[src/fault_pkg.sv]
// constants shared by the output fault protection logic
package fault_pkg;

	// ----------------------------------------
	// geometry and reset values
	// ----------------------------------------
	localparam int NUM_CH = 8;
	localparam logic [7:0] STATUS_RST = 8'hff;
	localparam logic [7:0] CMD_RST = 8'hff;
	localparam int SYNC_W = 19;

	// ----------------------------------------
	// timing, clock is 10 MHz
	// ----------------------------------------
	localparam int CLK_PERIOD_NS = 100;
	localparam int BLANK_MIN_US = 70;
	localparam int FDLY_MIN_US = 25;
	localparam int CLIM_MIN_US = 5;
	localparam int BLANK_CYC = (BLANK_MIN_US * 1000 + CLK_PERIOD_NS - 1) / CLK_PERIOD_NS;
	localparam int FDLY_CYC = (FDLY_MIN_US * 1000 + CLK_PERIOD_NS - 1) / CLK_PERIOD_NS;
	localparam int CLIM_CYC = (CLIM_MIN_US * 1000 + CLK_PERIOD_NS - 1) / CLK_PERIOD_NS;
	localparam logic [9:0] BLANK_LOAD = 10'(BLANK_CYC);
	localparam logic [7:0] FDLY_LOAD = 8'(FDLY_CYC);
	localparam logic [5:0] CLIM_LIMIT = 6'(CLIM_CYC);

	// ----------------------------------------
	// serial framing states
	// ----------------------------------------
	typedef enum logic [1:0] {
		SER_IDLE = 2'h1,
		SER_SHIFT = 2'h2
	} ser_state_e;

endpackage : fault_pkg

[src/word_if.sv]
// valid/ready word channel between the serial front end, buffer and apply stage
`timescale 1ns/1ns
interface word_if;
	logic valid;
	logic ready;
	logic [7:0] data;
	modport src (output valid, output data, input ready);
	modport snk (input valid, input data, output ready);
endinterface : word_if

[src/sync2.sv]
// two-flop synchroniser, one stage pair per bit
`timescale 1ns/1ns
module sync2 #(
	parameter int W = 1
) (
	// clock and reset
	input wire logic mclk,
	input wire logic resetn,
	input wire logic clk_en,
	// data
	input wire logic [W-1:0] d,
	output logic [W-1:0] q
);
	logic [W-1:0] meta_q;

	// first stage feeds only the second stage
	always_ff @(posedge mclk or negedge resetn) begin
		if (!resetn) begin
			meta_q <= '0;
			q <= '0;
		end else if (clk_en) begin
			meta_q <= d;
			q <= meta_q;
		end
	end
endmodule : sync2

[src/cmd_buffer.sv]
// two-entry command word buffer with valid/ready on both sides
`timescale 1ns/1ns
module cmd_buffer (
	// clock and reset
	input wire logic mclk,
	input wire logic resetn,
	input wire logic clk_en,
	// channels
	word_if.snk in_w,
	word_if.src out_w
);
	logic [7:0] mem_q [2];
	logic wr_q;
	logic rd_q;
	logic [1:0] cnt_q;
	logic push;
	logic pop;

	assign in_w.ready = (cnt_q != 2'h2);
	assign out_w.valid = (cnt_q != 2'h0);
	assign out_w.data = mem_q[rd_q];
	assign push = in_w.valid && in_w.ready;
	assign pop = out_w.valid && out_w.ready;

	always_ff @(posedge mclk or negedge resetn) begin
		if (!resetn) begin
			mem_q[0] <= 8'h00;
			mem_q[1] <= 8'h00;
			wr_q <= 1'b0;
			rd_q <= 1'b0;
			cnt_q <= 2'h0;
		end else if (clk_en) begin
			if (push) begin
				mem_q[wr_q] <= in_w.data;
				wr_q <= ~wr_q;
			end
			if (pop)
				rd_q <= ~rd_q;
			cnt_q <= 2'(cnt_q + {1'b0, push} - {1'b0, pop});
		end
	end
endmodule : cmd_buffer

[src/output_fault_protection_logic.sv]
// per-output fault protection, status forming and serial command path
`timescale 1ns/1ns
module output_fault_protection_logic (
	// clock, reset, enable
	input wire logic mclk,
	input wire logic resetn,
	input wire logic clk_en,
	// serial command interface
	input wire logic cs_n,
	input wire logic sclk,
	input wire logic si,
	output logic so,
	output logic so_oe,
	// analog indications
	input wire logic [7:0] drain_fault_threshold,
	input wire logic [7:0] over_temp,
	input wire logic load_supply_ov,
	input wire logic logic_supply_uv,
	input wire logic short_fault_shutdown_select,
	// output drives
	output logic [7:0] gate_on,
	output logic [7:0] current_limit
);

	// ----------------------------------------
	// input synchronisation
	// ----------------------------------------
	logic [fault_pkg::SYNC_W-1:0] sync_d;
	logic [fault_pkg::SYNC_W-1:0] sync_q;
	logic [7:0] drain_s;
	logic [7:0] ot_s;
	logic ov_s;
	logic luv_s;
	logic sel_s;

	assign sync_d = {drain_fault_threshold, over_temp, load_supply_ov, logic_supply_uv, short_fault_shutdown_select};

	sync2 #(.W(fault_pkg::SYNC_W)) u_sync (
		.mclk(mclk),
		.resetn(resetn),
		.clk_en(clk_en),
		.d(sync_d),
		.q(sync_q)
	);

	assign drain_s = sync_q[18:11];
	assign ot_s = sync_q[10:3];
	assign ov_s = sync_q[2];
	assign luv_s = sync_q[1];
	assign sel_s = sync_q[0];

	// ----------------------------------------
	// serial front end
	// ----------------------------------------
	fault_pkg::ser_state_e ser_q;
	logic cs_n_q;
	logic sclk_q;
	logic [7:0] sh_q;
	logic so_q;
	logic so_oe_q;
	logic [7:0] status_q;
	logic push_q;
	logic [7:0] push_data_q;
	logic cs_fall;
	logic cs_rise;
	logic sclk_rise;
	logic sclk_fall;

	word_if in_w ();
	word_if out_w ();

	assign cs_fall = cs_n_q && !cs_n;
	assign cs_rise = !cs_n_q && cs_n;
	assign sclk_rise = !sclk_q && sclk;
	assign sclk_fall = sclk_q && !sclk;

	always_ff @(posedge mclk or negedge resetn) begin
		if (!resetn) begin
			cs_n_q <= 1'b1;
			sclk_q <= 1'b0;
		end else if (clk_en) begin
			cs_n_q <= cs_n;
			sclk_q <= sclk;
		end
	end

	always_ff @(posedge mclk or negedge resetn) begin
		if (!resetn) begin
			ser_q <= fault_pkg::SER_IDLE;
		end else if (clk_en) begin
			case (ser_q)
				fault_pkg::SER_IDLE: begin
					if (cs_fall)
						ser_q <= fault_pkg::SER_SHIFT;
				end
				fault_pkg::SER_SHIFT: begin
					if (cs_rise)
						ser_q <= fault_pkg::SER_IDLE;
				end
				default: ser_q <= fault_pkg::SER_IDLE;
			endcase
		end
	end

	always_ff @(posedge mclk or negedge resetn) begin
		if (!resetn) begin
			sh_q <= fault_pkg::STATUS_RST;
			so_q <= 1'b1;
			so_oe_q <= 1'b0;
		end else if (clk_en) begin
			so_oe_q <= !cs_n;
			if (ser_q == fault_pkg::SER_IDLE && cs_fall) begin
				sh_q <= status_q;
				so_q <= status_q[7];
			end else if (ser_q == fault_pkg::SER_SHIFT && !cs_n) begin
				if (sclk_fall)
					sh_q <= {sh_q[6:0], si};
				else if (sclk_rise)
					so_q <= sh_q[7];
			end
		end
	end

	// word held while both buffer entries are still waiting; a later frame end overwrites it
	always_ff @(posedge mclk or negedge resetn) begin
		if (!resetn) begin
			push_q <= 1'b0;
			push_data_q <= fault_pkg::CMD_RST;
		end else if (clk_en) begin
			if (ser_q == fault_pkg::SER_SHIFT && cs_rise) begin
				push_q <= 1'b1;
				push_data_q <= sh_q;
			end else if (in_w.ready) begin
				push_q <= 1'b0;
			end
		end
	end

	assign in_w.valid = push_q;
	assign in_w.data = push_data_q;

	cmd_buffer u_buf (
		.mclk(mclk),
		.resetn(resetn),
		.clk_en(clk_en),
		.in_w(in_w.snk),
		.out_w(out_w.src)
	);

	// ----------------------------------------
	// command apply stage
	// ----------------------------------------
	logic apply;
	logic [7:0] cmd_on_q;
	logic ov_latch_q;
	logic [7:0] fdly_q;
	logic [7:0] gate_q;
	logic [7:0] climit_q;
	logic [7:0] oc_q;

	// stalls while the logic supply is low; a fourth waiting word overwrites the held one
	assign out_w.ready = !luv_s;
	assign apply = out_w.valid && out_w.ready;

	always_ff @(posedge mclk or negedge resetn) begin
		if (!resetn) begin
			cmd_on_q <= 8'h00;
		end else if (clk_en) begin
			if (luv_s)
				cmd_on_q <= 8'h00;
			else if (apply)
				cmd_on_q <= ~out_w.data;
		end
	end

	// set while present wins over a clearing write
	always_ff @(posedge mclk or negedge resetn) begin
		if (!resetn) begin
			ov_latch_q <= 1'b0;
		end else if (clk_en) begin
			if (ov_s)
				ov_latch_q <= 1'b1;
			else if (apply)
				ov_latch_q <= 1'b0;
		end
	end

	always_ff @(posedge mclk or negedge resetn) begin
		if (!resetn) begin
			fdly_q <= 8'h00;
		end else if (clk_en) begin
			if (apply)
				fdly_q <= fault_pkg::FDLY_LOAD;
			else if (fdly_q != 8'h00)
				fdly_q <= fdly_q - 8'h01;
		end
	end

	// ----------------------------------------
	// per-output protection
	// ----------------------------------------
	for (genvar i = 0; i < fault_pkg::NUM_CH; i++) begin : g_ch
		logic [9:0] blank_q;
		logic [5:0] clim_cnt_q;
		logic short_now;

		// load supply under-voltage has no input at all
		assign short_now = gate_q[i] && drain_s[i];

		always_ff @(posedge mclk or negedge resetn) begin
			if (!resetn) begin
				blank_q <= 10'h000;
			end else if (clk_en) begin
				if (apply && !out_w.data[i])
					blank_q <= fault_pkg::BLANK_LOAD;
				else if (blank_q != 10'h000)
					blank_q <= blank_q - 10'h001;
			end
		end

		// latched short state, one per output
		always_ff @(posedge mclk or negedge resetn) begin
			if (!resetn) begin
				oc_q[i] <= 1'b0;
			end else if (clk_en) begin
				if (!sel_s && short_now && blank_q == 10'h000)
					oc_q[i] <= 1'b1;
				else if (apply || sel_s)
					oc_q[i] <= 1'b0;
			end
		end

		always_ff @(posedge mclk or negedge resetn) begin
			if (!resetn) begin
				clim_cnt_q <= 6'h00;
				climit_q[i] <= 1'b0;
			end else if (clk_en) begin
				if (sel_s && short_now) begin
					if (clim_cnt_q != fault_pkg::CLIM_LIMIT)
						clim_cnt_q <= clim_cnt_q + 6'h01;
				end else begin
					clim_cnt_q <= 6'h00;
				end
				climit_q[i] <= sel_s && short_now && clim_cnt_q == fault_pkg::CLIM_LIMIT;
			end
		end

		always_ff @(posedge mclk or negedge resetn) begin
			if (!resetn) begin
				gate_q[i] <= 1'b0;
			end else if (clk_en) begin
				gate_q[i] <= cmd_on_q[i] && !oc_q[i] && !ot_s[i] && !ov_latch_q && !luv_s;
			end
		end

		// high bit means faulted while commanded on, off with the drain high or inside the fault delay, or logic supply low
		always_ff @(posedge mclk or negedge resetn) begin
			if (!resetn) begin
				status_q[i] <= fault_pkg::STATUS_RST[i];
			end else if (clk_en) begin
				if (luv_s)
					status_q[i] <= 1'b1;
				else if (cmd_on_q[i])
					status_q[i] <= !gate_q[i] || drain_s[i];
				else if (fdly_q == 8'h00)
					status_q[i] <= drain_s[i];
				else
					status_q[i] <= 1'b1;
			end
		end
	end

	// ----------------------------------------
	// outputs
	// ----------------------------------------
	assign so = so_q;
	assign so_oe = so_oe_q;
	assign gate_on = gate_q;
	assign current_limit = climit_q;

endmodule : output_fault_protection_logic

[config.mk]
export PLATFORM = sky130hd
export DESIGN_NAME = output_fault_protection_logic
export DESIGN_NICKNAME = d
export VERILOG_FILES = /design/src/fault_pkg.sv /design/src/word_if.sv /design/src/sync2.sv /design/src/cmd_buffer.sv /design/src/output_fault_protection_logic.sv
export SDC_FILE = /design/constraint.sdc
export NUM_CORES = 1
export LEC_CHECK = 0
export ABC_AREA = 1
export BUFFER_PORTS_ARGS = -buffer_cell sky130_fd_sc_hd__buf_2
export CAP_MARGIN = 20
export CORE_UTILIZATION = 30
export CTS_CLUSTER_SIZE = 30
export DETAILED_ROUTE_END_ITERATION = 8
export PLACE_DENSITY_LB_ADDON = 0.2
export REMOVE_ABC_BUFFERS = 1
export SLEW_MARGIN = 20
export SYNTH_ARGS = -nofsm -noshare
export SYNTH_HDL_FRONTEND = slang
export SYNTH_HIERARCHICAL = 1
export SYNTH_SLANG_ARGS = --single-unit
[constraint.sdc]
create_clock -name mclk -period 2.3 [get_ports mclk]
set_input_delay 0.115 -clock mclk [delete_from_list [all_inputs] [get_ports mclk]]
set_output_delay 0.115 -clock mclk [all_outputs]
set_load 0.02 [all_outputs]
After elaboration in Yosys (flattened, before gate mapping) --
Cells that the tools add are included. W data, S select, Z words.
Storage, ports and cells: word-level logic and storage cells 426, flip-flop bits (word level) 258, output and inout bits 18, input port bits 25
Cells by class: mux-type cells 89, bitwise operators 5, $add $sub $neg 19, equal/unequal tests 30, order comparisons 3, reduce and logical (&&, ||, !) cells 214
Operators with widths (count):
- $mux W10 | 16
- $mux W6 | 16
- $logic_and A1 B1 Y1 | 90
- $mux W8 | 11
- $logic_not A10 Y1 | 8
- $reduce_bool A10 Y1 | 8
- $sub A10 B1 Y10 const B | 8
- $reduce_and A2 Y1 | 31
- $add A6 B1 Y6 const B | 8
- $eq A6 B6 Y1 const B | 8
- $ne A6 B6 Y1 const B | 8
- $reduce_bool A2 Y1 | 24
- $mux W1 | 41
- $logic_not A1 Y1 | 39
- $bwmux W16 | 1
- $ne A2 B1 Y1 const B | 8
- $logic_or A1 B1 Y1 | 9
- $demux W8 S1 | 1
- $logic_not A8 Y1 | 1
- $ne A2 B2 Y1 const B | 4
- $not A8 Y8 | 1
- $reduce_bool A8 Y1 | 1
- $sub A8 B1 Y8 const B | 1
- $reduce_and A3 Y1 | 2
- 11 further kinds | 15

Logic depth before layout (Yosys ltp) --
depth after elaboration 8, mapped depth 11, mapped depth without buffers 11

By module --
The synthesis kept the hierarchy.
By module, submodules not included:
- output_fault_protection_logic | sequential area each 5038.6 sq um, instances 1, cells an instance 1535, area each 11233.3 sq um
- sync2 | sequential area each 950.9 sq um, instances 1, cells an instance 161, area each 1452.6 sq um
- cmd_buffer | sequential area each 500.5 sq um, instances 1, cells an instance 125, area each 1029.7 sq um

Worst setup path after synthesis --
Ideal clock, no wire load.
kind register -> register, from register u_buf.cnt_q[1], to register u_buf.cnt_q[1], path slack 587 ps, path buffers 1, stages on the path, launching flop included 11, data arrival time 1590 ps, period minus slack after synthesis 1713 ps, setup time 123 ps, cell sequence dfrtp_1 > a21oi_4 > buf_6 > inv_1 > ha_1 > inv_1 > ha_1 > inv_1 > nand2_1 > nand3_1 > xor2_1
Between the ends: cells in the longest elaborated chain, start to end 4, elaborated cells on any way between the ends 6, those cells by class 2 x add/sub; 1 x eq/ne; 3 x reduce/logical
RTL lines:
- start, declared | line cmd_buffer.sv:15 | logic [1:0] cnt_q;
- start signal, assigned | line cmd_buffer.sv:39 | cnt_q <= 2'(cnt_q + {1'b0, push} - {1'b0, pop});
- $ne A2 B2 Y1 | line cmd_buffer.sv:19 | assign in_w.ready = (cnt_q != 2'h2);
- $logic_and A1 B1 Y1 | line cmd_buffer.sv:22 | assign push = in_w.valid && in_w.ready;
- $add A2 B1 Y2 | line cmd_buffer.sv:39
- $sub A2 B1 Y2 * | line cmd_buffer.sv:39
Every way passes the cells marked *; elsewhere a longest branch is shown, timed or not. A chain may end at the register's enable or synchronous reset.

Final worst setup path --
from register u_buf.cnt_q[1], to register g_ch[0].blank_q[7]
Between the ends: cells in the longest elaborated chain, start to end 5, elaborated cells on any way between the ends 6, those cells by class 1 x mux; 5 x reduce/logical
RTL lines:
- $reduce_bool A2 Y1 * | line cmd_buffer.sv:20 | assign out_w.valid = (cnt_q != 2'h0);
- via out_w.valid | line word_if.sv:4 | logic valid;
- $logic_and A1 B1 Y1 * | line output_fault_protection_logic.sv:163 | assign apply = out_w.valid && out_w.ready;
- $logic_and A1 B1 Y1 * | line output_fault_protection_logic.sv:214 | if (apply && !out_w.data[i])
- $reduce_bool A2 Y1 (no source line)
- $reduce_and A2 Y1 (no source line)
- end signal, assigned | line output_fault_protection_logic.sv:215 | blank_q <= fault_pkg::BLANK_LOAD;
- end signal, assigned | line output_fault_protection_logic.sv:217 | blank_q <= blank_q - 10'h001;
- end, declared | line output_fault_protection_logic.sv:203 | logic [9:0] blank_q;
The timed path passes the listed nets; every way through them passes the cells marked *.

==> out/metrics.csv <==
stage,metric,value,unit
synthesis,synth.top_cell.area_share,0.421,
timing,max_freq,484,MHz
clock_tree,clockRootBuffer,clkbuf_16,
timing,period_share,0.899,
timing,rsz0062_at_grt,no,
synthesis,synth_most_common_cell,nand2_1,
floorplanning,die_w,216,um
floorplanning,dieArea,46600,um2
synthesis,synth-main-ff-cell,dfrtp_1,
status,status,completed,
synthesis,synth_area_leaders,"dfrtp_1, nand2_1, nand3_1, inv_1, dfstp_2",
route,avgRoutedWirePerCell,13.3,um
timing,timing.hold.ws,0.147,ns
timing,period_needed,2.07,ns
power_and_ir_drop,power_leakage,8.03,nW
worst_setup_path,cp-end-kind,flop,
floorplanning,start_util,0.307,
job,maxCapViolCount,0,
grt,first_global_vias,11300,
synthesis,netlist.top_cell.by_area,dfrtp_1,
synthesis,synth_cell_types,42,
timing,setup_viol,0,
synthesis,synth_common_cells,"nand2_1, dfrtp_1, nand3_1",
worst_hold_path,hold_path.class,in -> async,
route,wirelength,33.6,mm
worst_setup_path,cp.required,2.76,ns
synthesis,synthArstFlopShare,1.00,
floorplanning,core_area,44700,um2
synthesis,syn_area,13700,um2
finish,multiInputGateArea,6180,um2
worst_setup_path,critical_path.cell_chain,inv_1 -> nand2_1 -> inv_1 -> nor2_1 -> inv_2 -> nor2_8 -> nand2_1 -> nand2_1 -> nand2_1 -> nand2_1,
grt,antenna_found_initial,0,
finish,areaGrowthSynthToFinish,16.5,%
finish,seqCellArea,6490,um2
placement,dp_hpwl,22.7,mm
worst_setup_path,crit_top_cell,nand2_1,
worst_setup_path,setup.worst_path.class,reg -> reg,
finish,utilization,0.358,
synthesis,yosysWarnings,6,
clock_tree,clk_latency,0.53,ns
worst_setup_path,cp_max_fo,12,
power_and_ir_drop,finalPower,16.3,mW
timing,hold_viol_final,0,
route,via_count,11600,
worst_setup_path,worst_r2r_path_depth,10,
synthesis,seq_area_frac_synth,0.473,
worst_setup_path,slowest_stage,dfrtp_1,
timing,tightest_slew,0.638,ns
floorplanning,rows,77,
grt,grtUsageTotal,0.150,
finish,nNetsFinal,1964,
worst_setup_path,max_stage_delay,0.43,ns
power_and_ir_drop,powerDensity,1020,nW/um2
timing,drv_slew,0,
finish,drive_above_1_share,0.101,
finish,num-fill-cells,4749,
synthesis,ys_ff_latch,258,
clock_tree,numClockSinks,258,
route,drtAntennaViolNets,0,
synthesis,synth_edf_count,0,
worst_setup_path,cp.arrival,2.53,ns
timing,worst_slew_margin_rel,0.575,
clock_tree,clk_pin_slew,0.06,ns
route,viasPerCell,4.61,
timing,fin_tns_setup,0,ns
timing,clock_skew,0.0220,ns
placement,placed_cells,2442,
grt,gr-total-overflow,0,
clock_tree,cts.path.max_buffers,3,
placement,place.gp.congestion,0.808,
floorplanning,io_pins,43,
worst_setup_path,cp-start-kind,flop,
route,route.detailed.drc,0,
clock_tree,cts_tree,done,
finish,diodes,0,
clock_tree,htreeDepth,2,
synthesis,avgSynthCellArea,7.53,um2
placement,io_buffer_count,42,
grt,grt_max_degree,81,
grt,grt_pass1_wl,57.1,mm
route,drt_iter0_drc,600,
synthesis,syn_inst,1821,
clock_tree,cts_buffers,34,
floorplanning,die_h,216,um
finish,stdcell_count,2526,
route,first_pass_iters,5,
power_and_ir_drop,irDropWorstVdd,412,uV
[routing by layer]
layer / global-route usage / vias up / routed length [um] / part of all wire
met5: 0 / - / 0 / 0
met4: 0.0496 / 0 / 761 / 0.023
met3: 0.0257 / 54 / 1150 / 0.034
met2: 0.237 / 136 / 15000 / 0.44
met1: 0.206 / 5428 / 16800 / 0.50
li1: - / 6019 / - / -
[registers in the layout (all words and copies together) (netlist names), 2 cells and up]
signal,count
status_q,8
gate_on,8
ser_q,2
in_w.data,8
sh_q,8
g_ch.blank_q,80
u_buf/mem_q,16
u_buf/cnt_q,2
fdly_q,8
u_sync/q,19
current_limit,8
oc_q,8
cmd_on_q,8
u_sync/meta_q,19
g_ch.clim_cnt_q,48
[final timing paths]
kind	startpoint	end	slack, ns
setup / recovery	u_buf/cnt_q[1]	g_ch[0].blank_q[7]	0.23
hold reg to reg	u_sync/meta_q[17]	u_sync/q[17]	0.47
setup reg to reg	u_buf/cnt_q[1]	g_ch[0].blank_q[7]	0.23
max in group asynchronous	resetn	u_sync/meta_q[9]	1.35
min in group mclk	drain_fault_threshold[0]	u_sync/meta_q[11]	0.33
hold / removal	resetn	sclk_q	0.15
[final cells by class]
type / count / area share
repair buffers: 92 / 0.0445
inverters: 205 / 0.0481
clock buffers: 51 / 0.0636
clock inverters: 8 / 0.00446
flip-flops and latches: 258 / 0.406
multi-input cells: 1320 / 0.387
well taps: 592 / 0.0463
[layout by cell type (no fill, tap or decap), types with 4 or more instances in the layout]
cell type        n
a21oi_1         24
buf_12           4
buf_2           40
buf_4           22
clkbuf_1         8
clkbuf_16       35
clkbuf_8         8
clkinv_2         5
dfrtp_1        231
dfstp_2         27
dlygate4sd3_1   25
ha_1            28
inv_1          194
inv_2            8
nand2_1        627
nand2_2         17
nand3_1        200
nand3b_1         8
nand4_1         46
nor2_1         148
nor3b_1          6
o21ai_0        133
o21ai_1         10
o21bai_1         5
o31ai_1          6
or2_2           15
xnor2_1          6
xor2_1          17
[power by group]
group / switching [mW] / internal, mW / total [mW]
sequential: 0.872 / 5.62 / 6.49
clock: 2.03 / 3.16 / 5.19
combinational: 3.04 / 1.54 / 4.59
total: 5.95 / 10.3 / 16.3
[worst max-delay path, delay by kind of cell, from the launching register on]
family                 cells  cell delay, ns
AND/OR/NAND/NOR            7            1.29
flip-flops                 1            0.43
buffers and inverters      3            0.27
[cell families (layout without fill, tap and decap cells)]
| group | after synthesis | after routing | share of synthesized area |
|---|---|---|---|
| and+or+nand+nor | 1079 | 1079 | 0.336 |
| DFF | 258 | 258 | 0.473 |
| buffers and inverters | 243 | 356 | 0.0762 |
| AOI/OAI and AO/OA | 189 | 189 | 0.0742 |
| adders and majority gates | 28 | 28 | 0.0255 |
| xor gates and xnor gates | 23 | 23 | 0.0147 |
| muxes | 1 | 1 | 0.000730 |
[stage by stage]
| step | cell area [um2] | worst slack [ns] |
|---|---|---|
| 3_3_place_gp | 14600 | 0.275 |
| 5_1_grt | 16000 | 0.0557 |
| 3_5_place_dp | 14600 | 0.220 |
| 6_report | 16000 | 0.233 |
| 4_1_cts | 16000 | 0.184 |
| 2_1_floorplan | 13400 | 0.322 |
[timing repair]
action	in CTS	in global routing
buffers inserted	0	0
setup endpoints to repair	0	4
hold endpoints to repair	130	0
hold buffers	25	0
gates resized for setup	0	1
No activity file was read; power rests on OpenSTA's default activity.
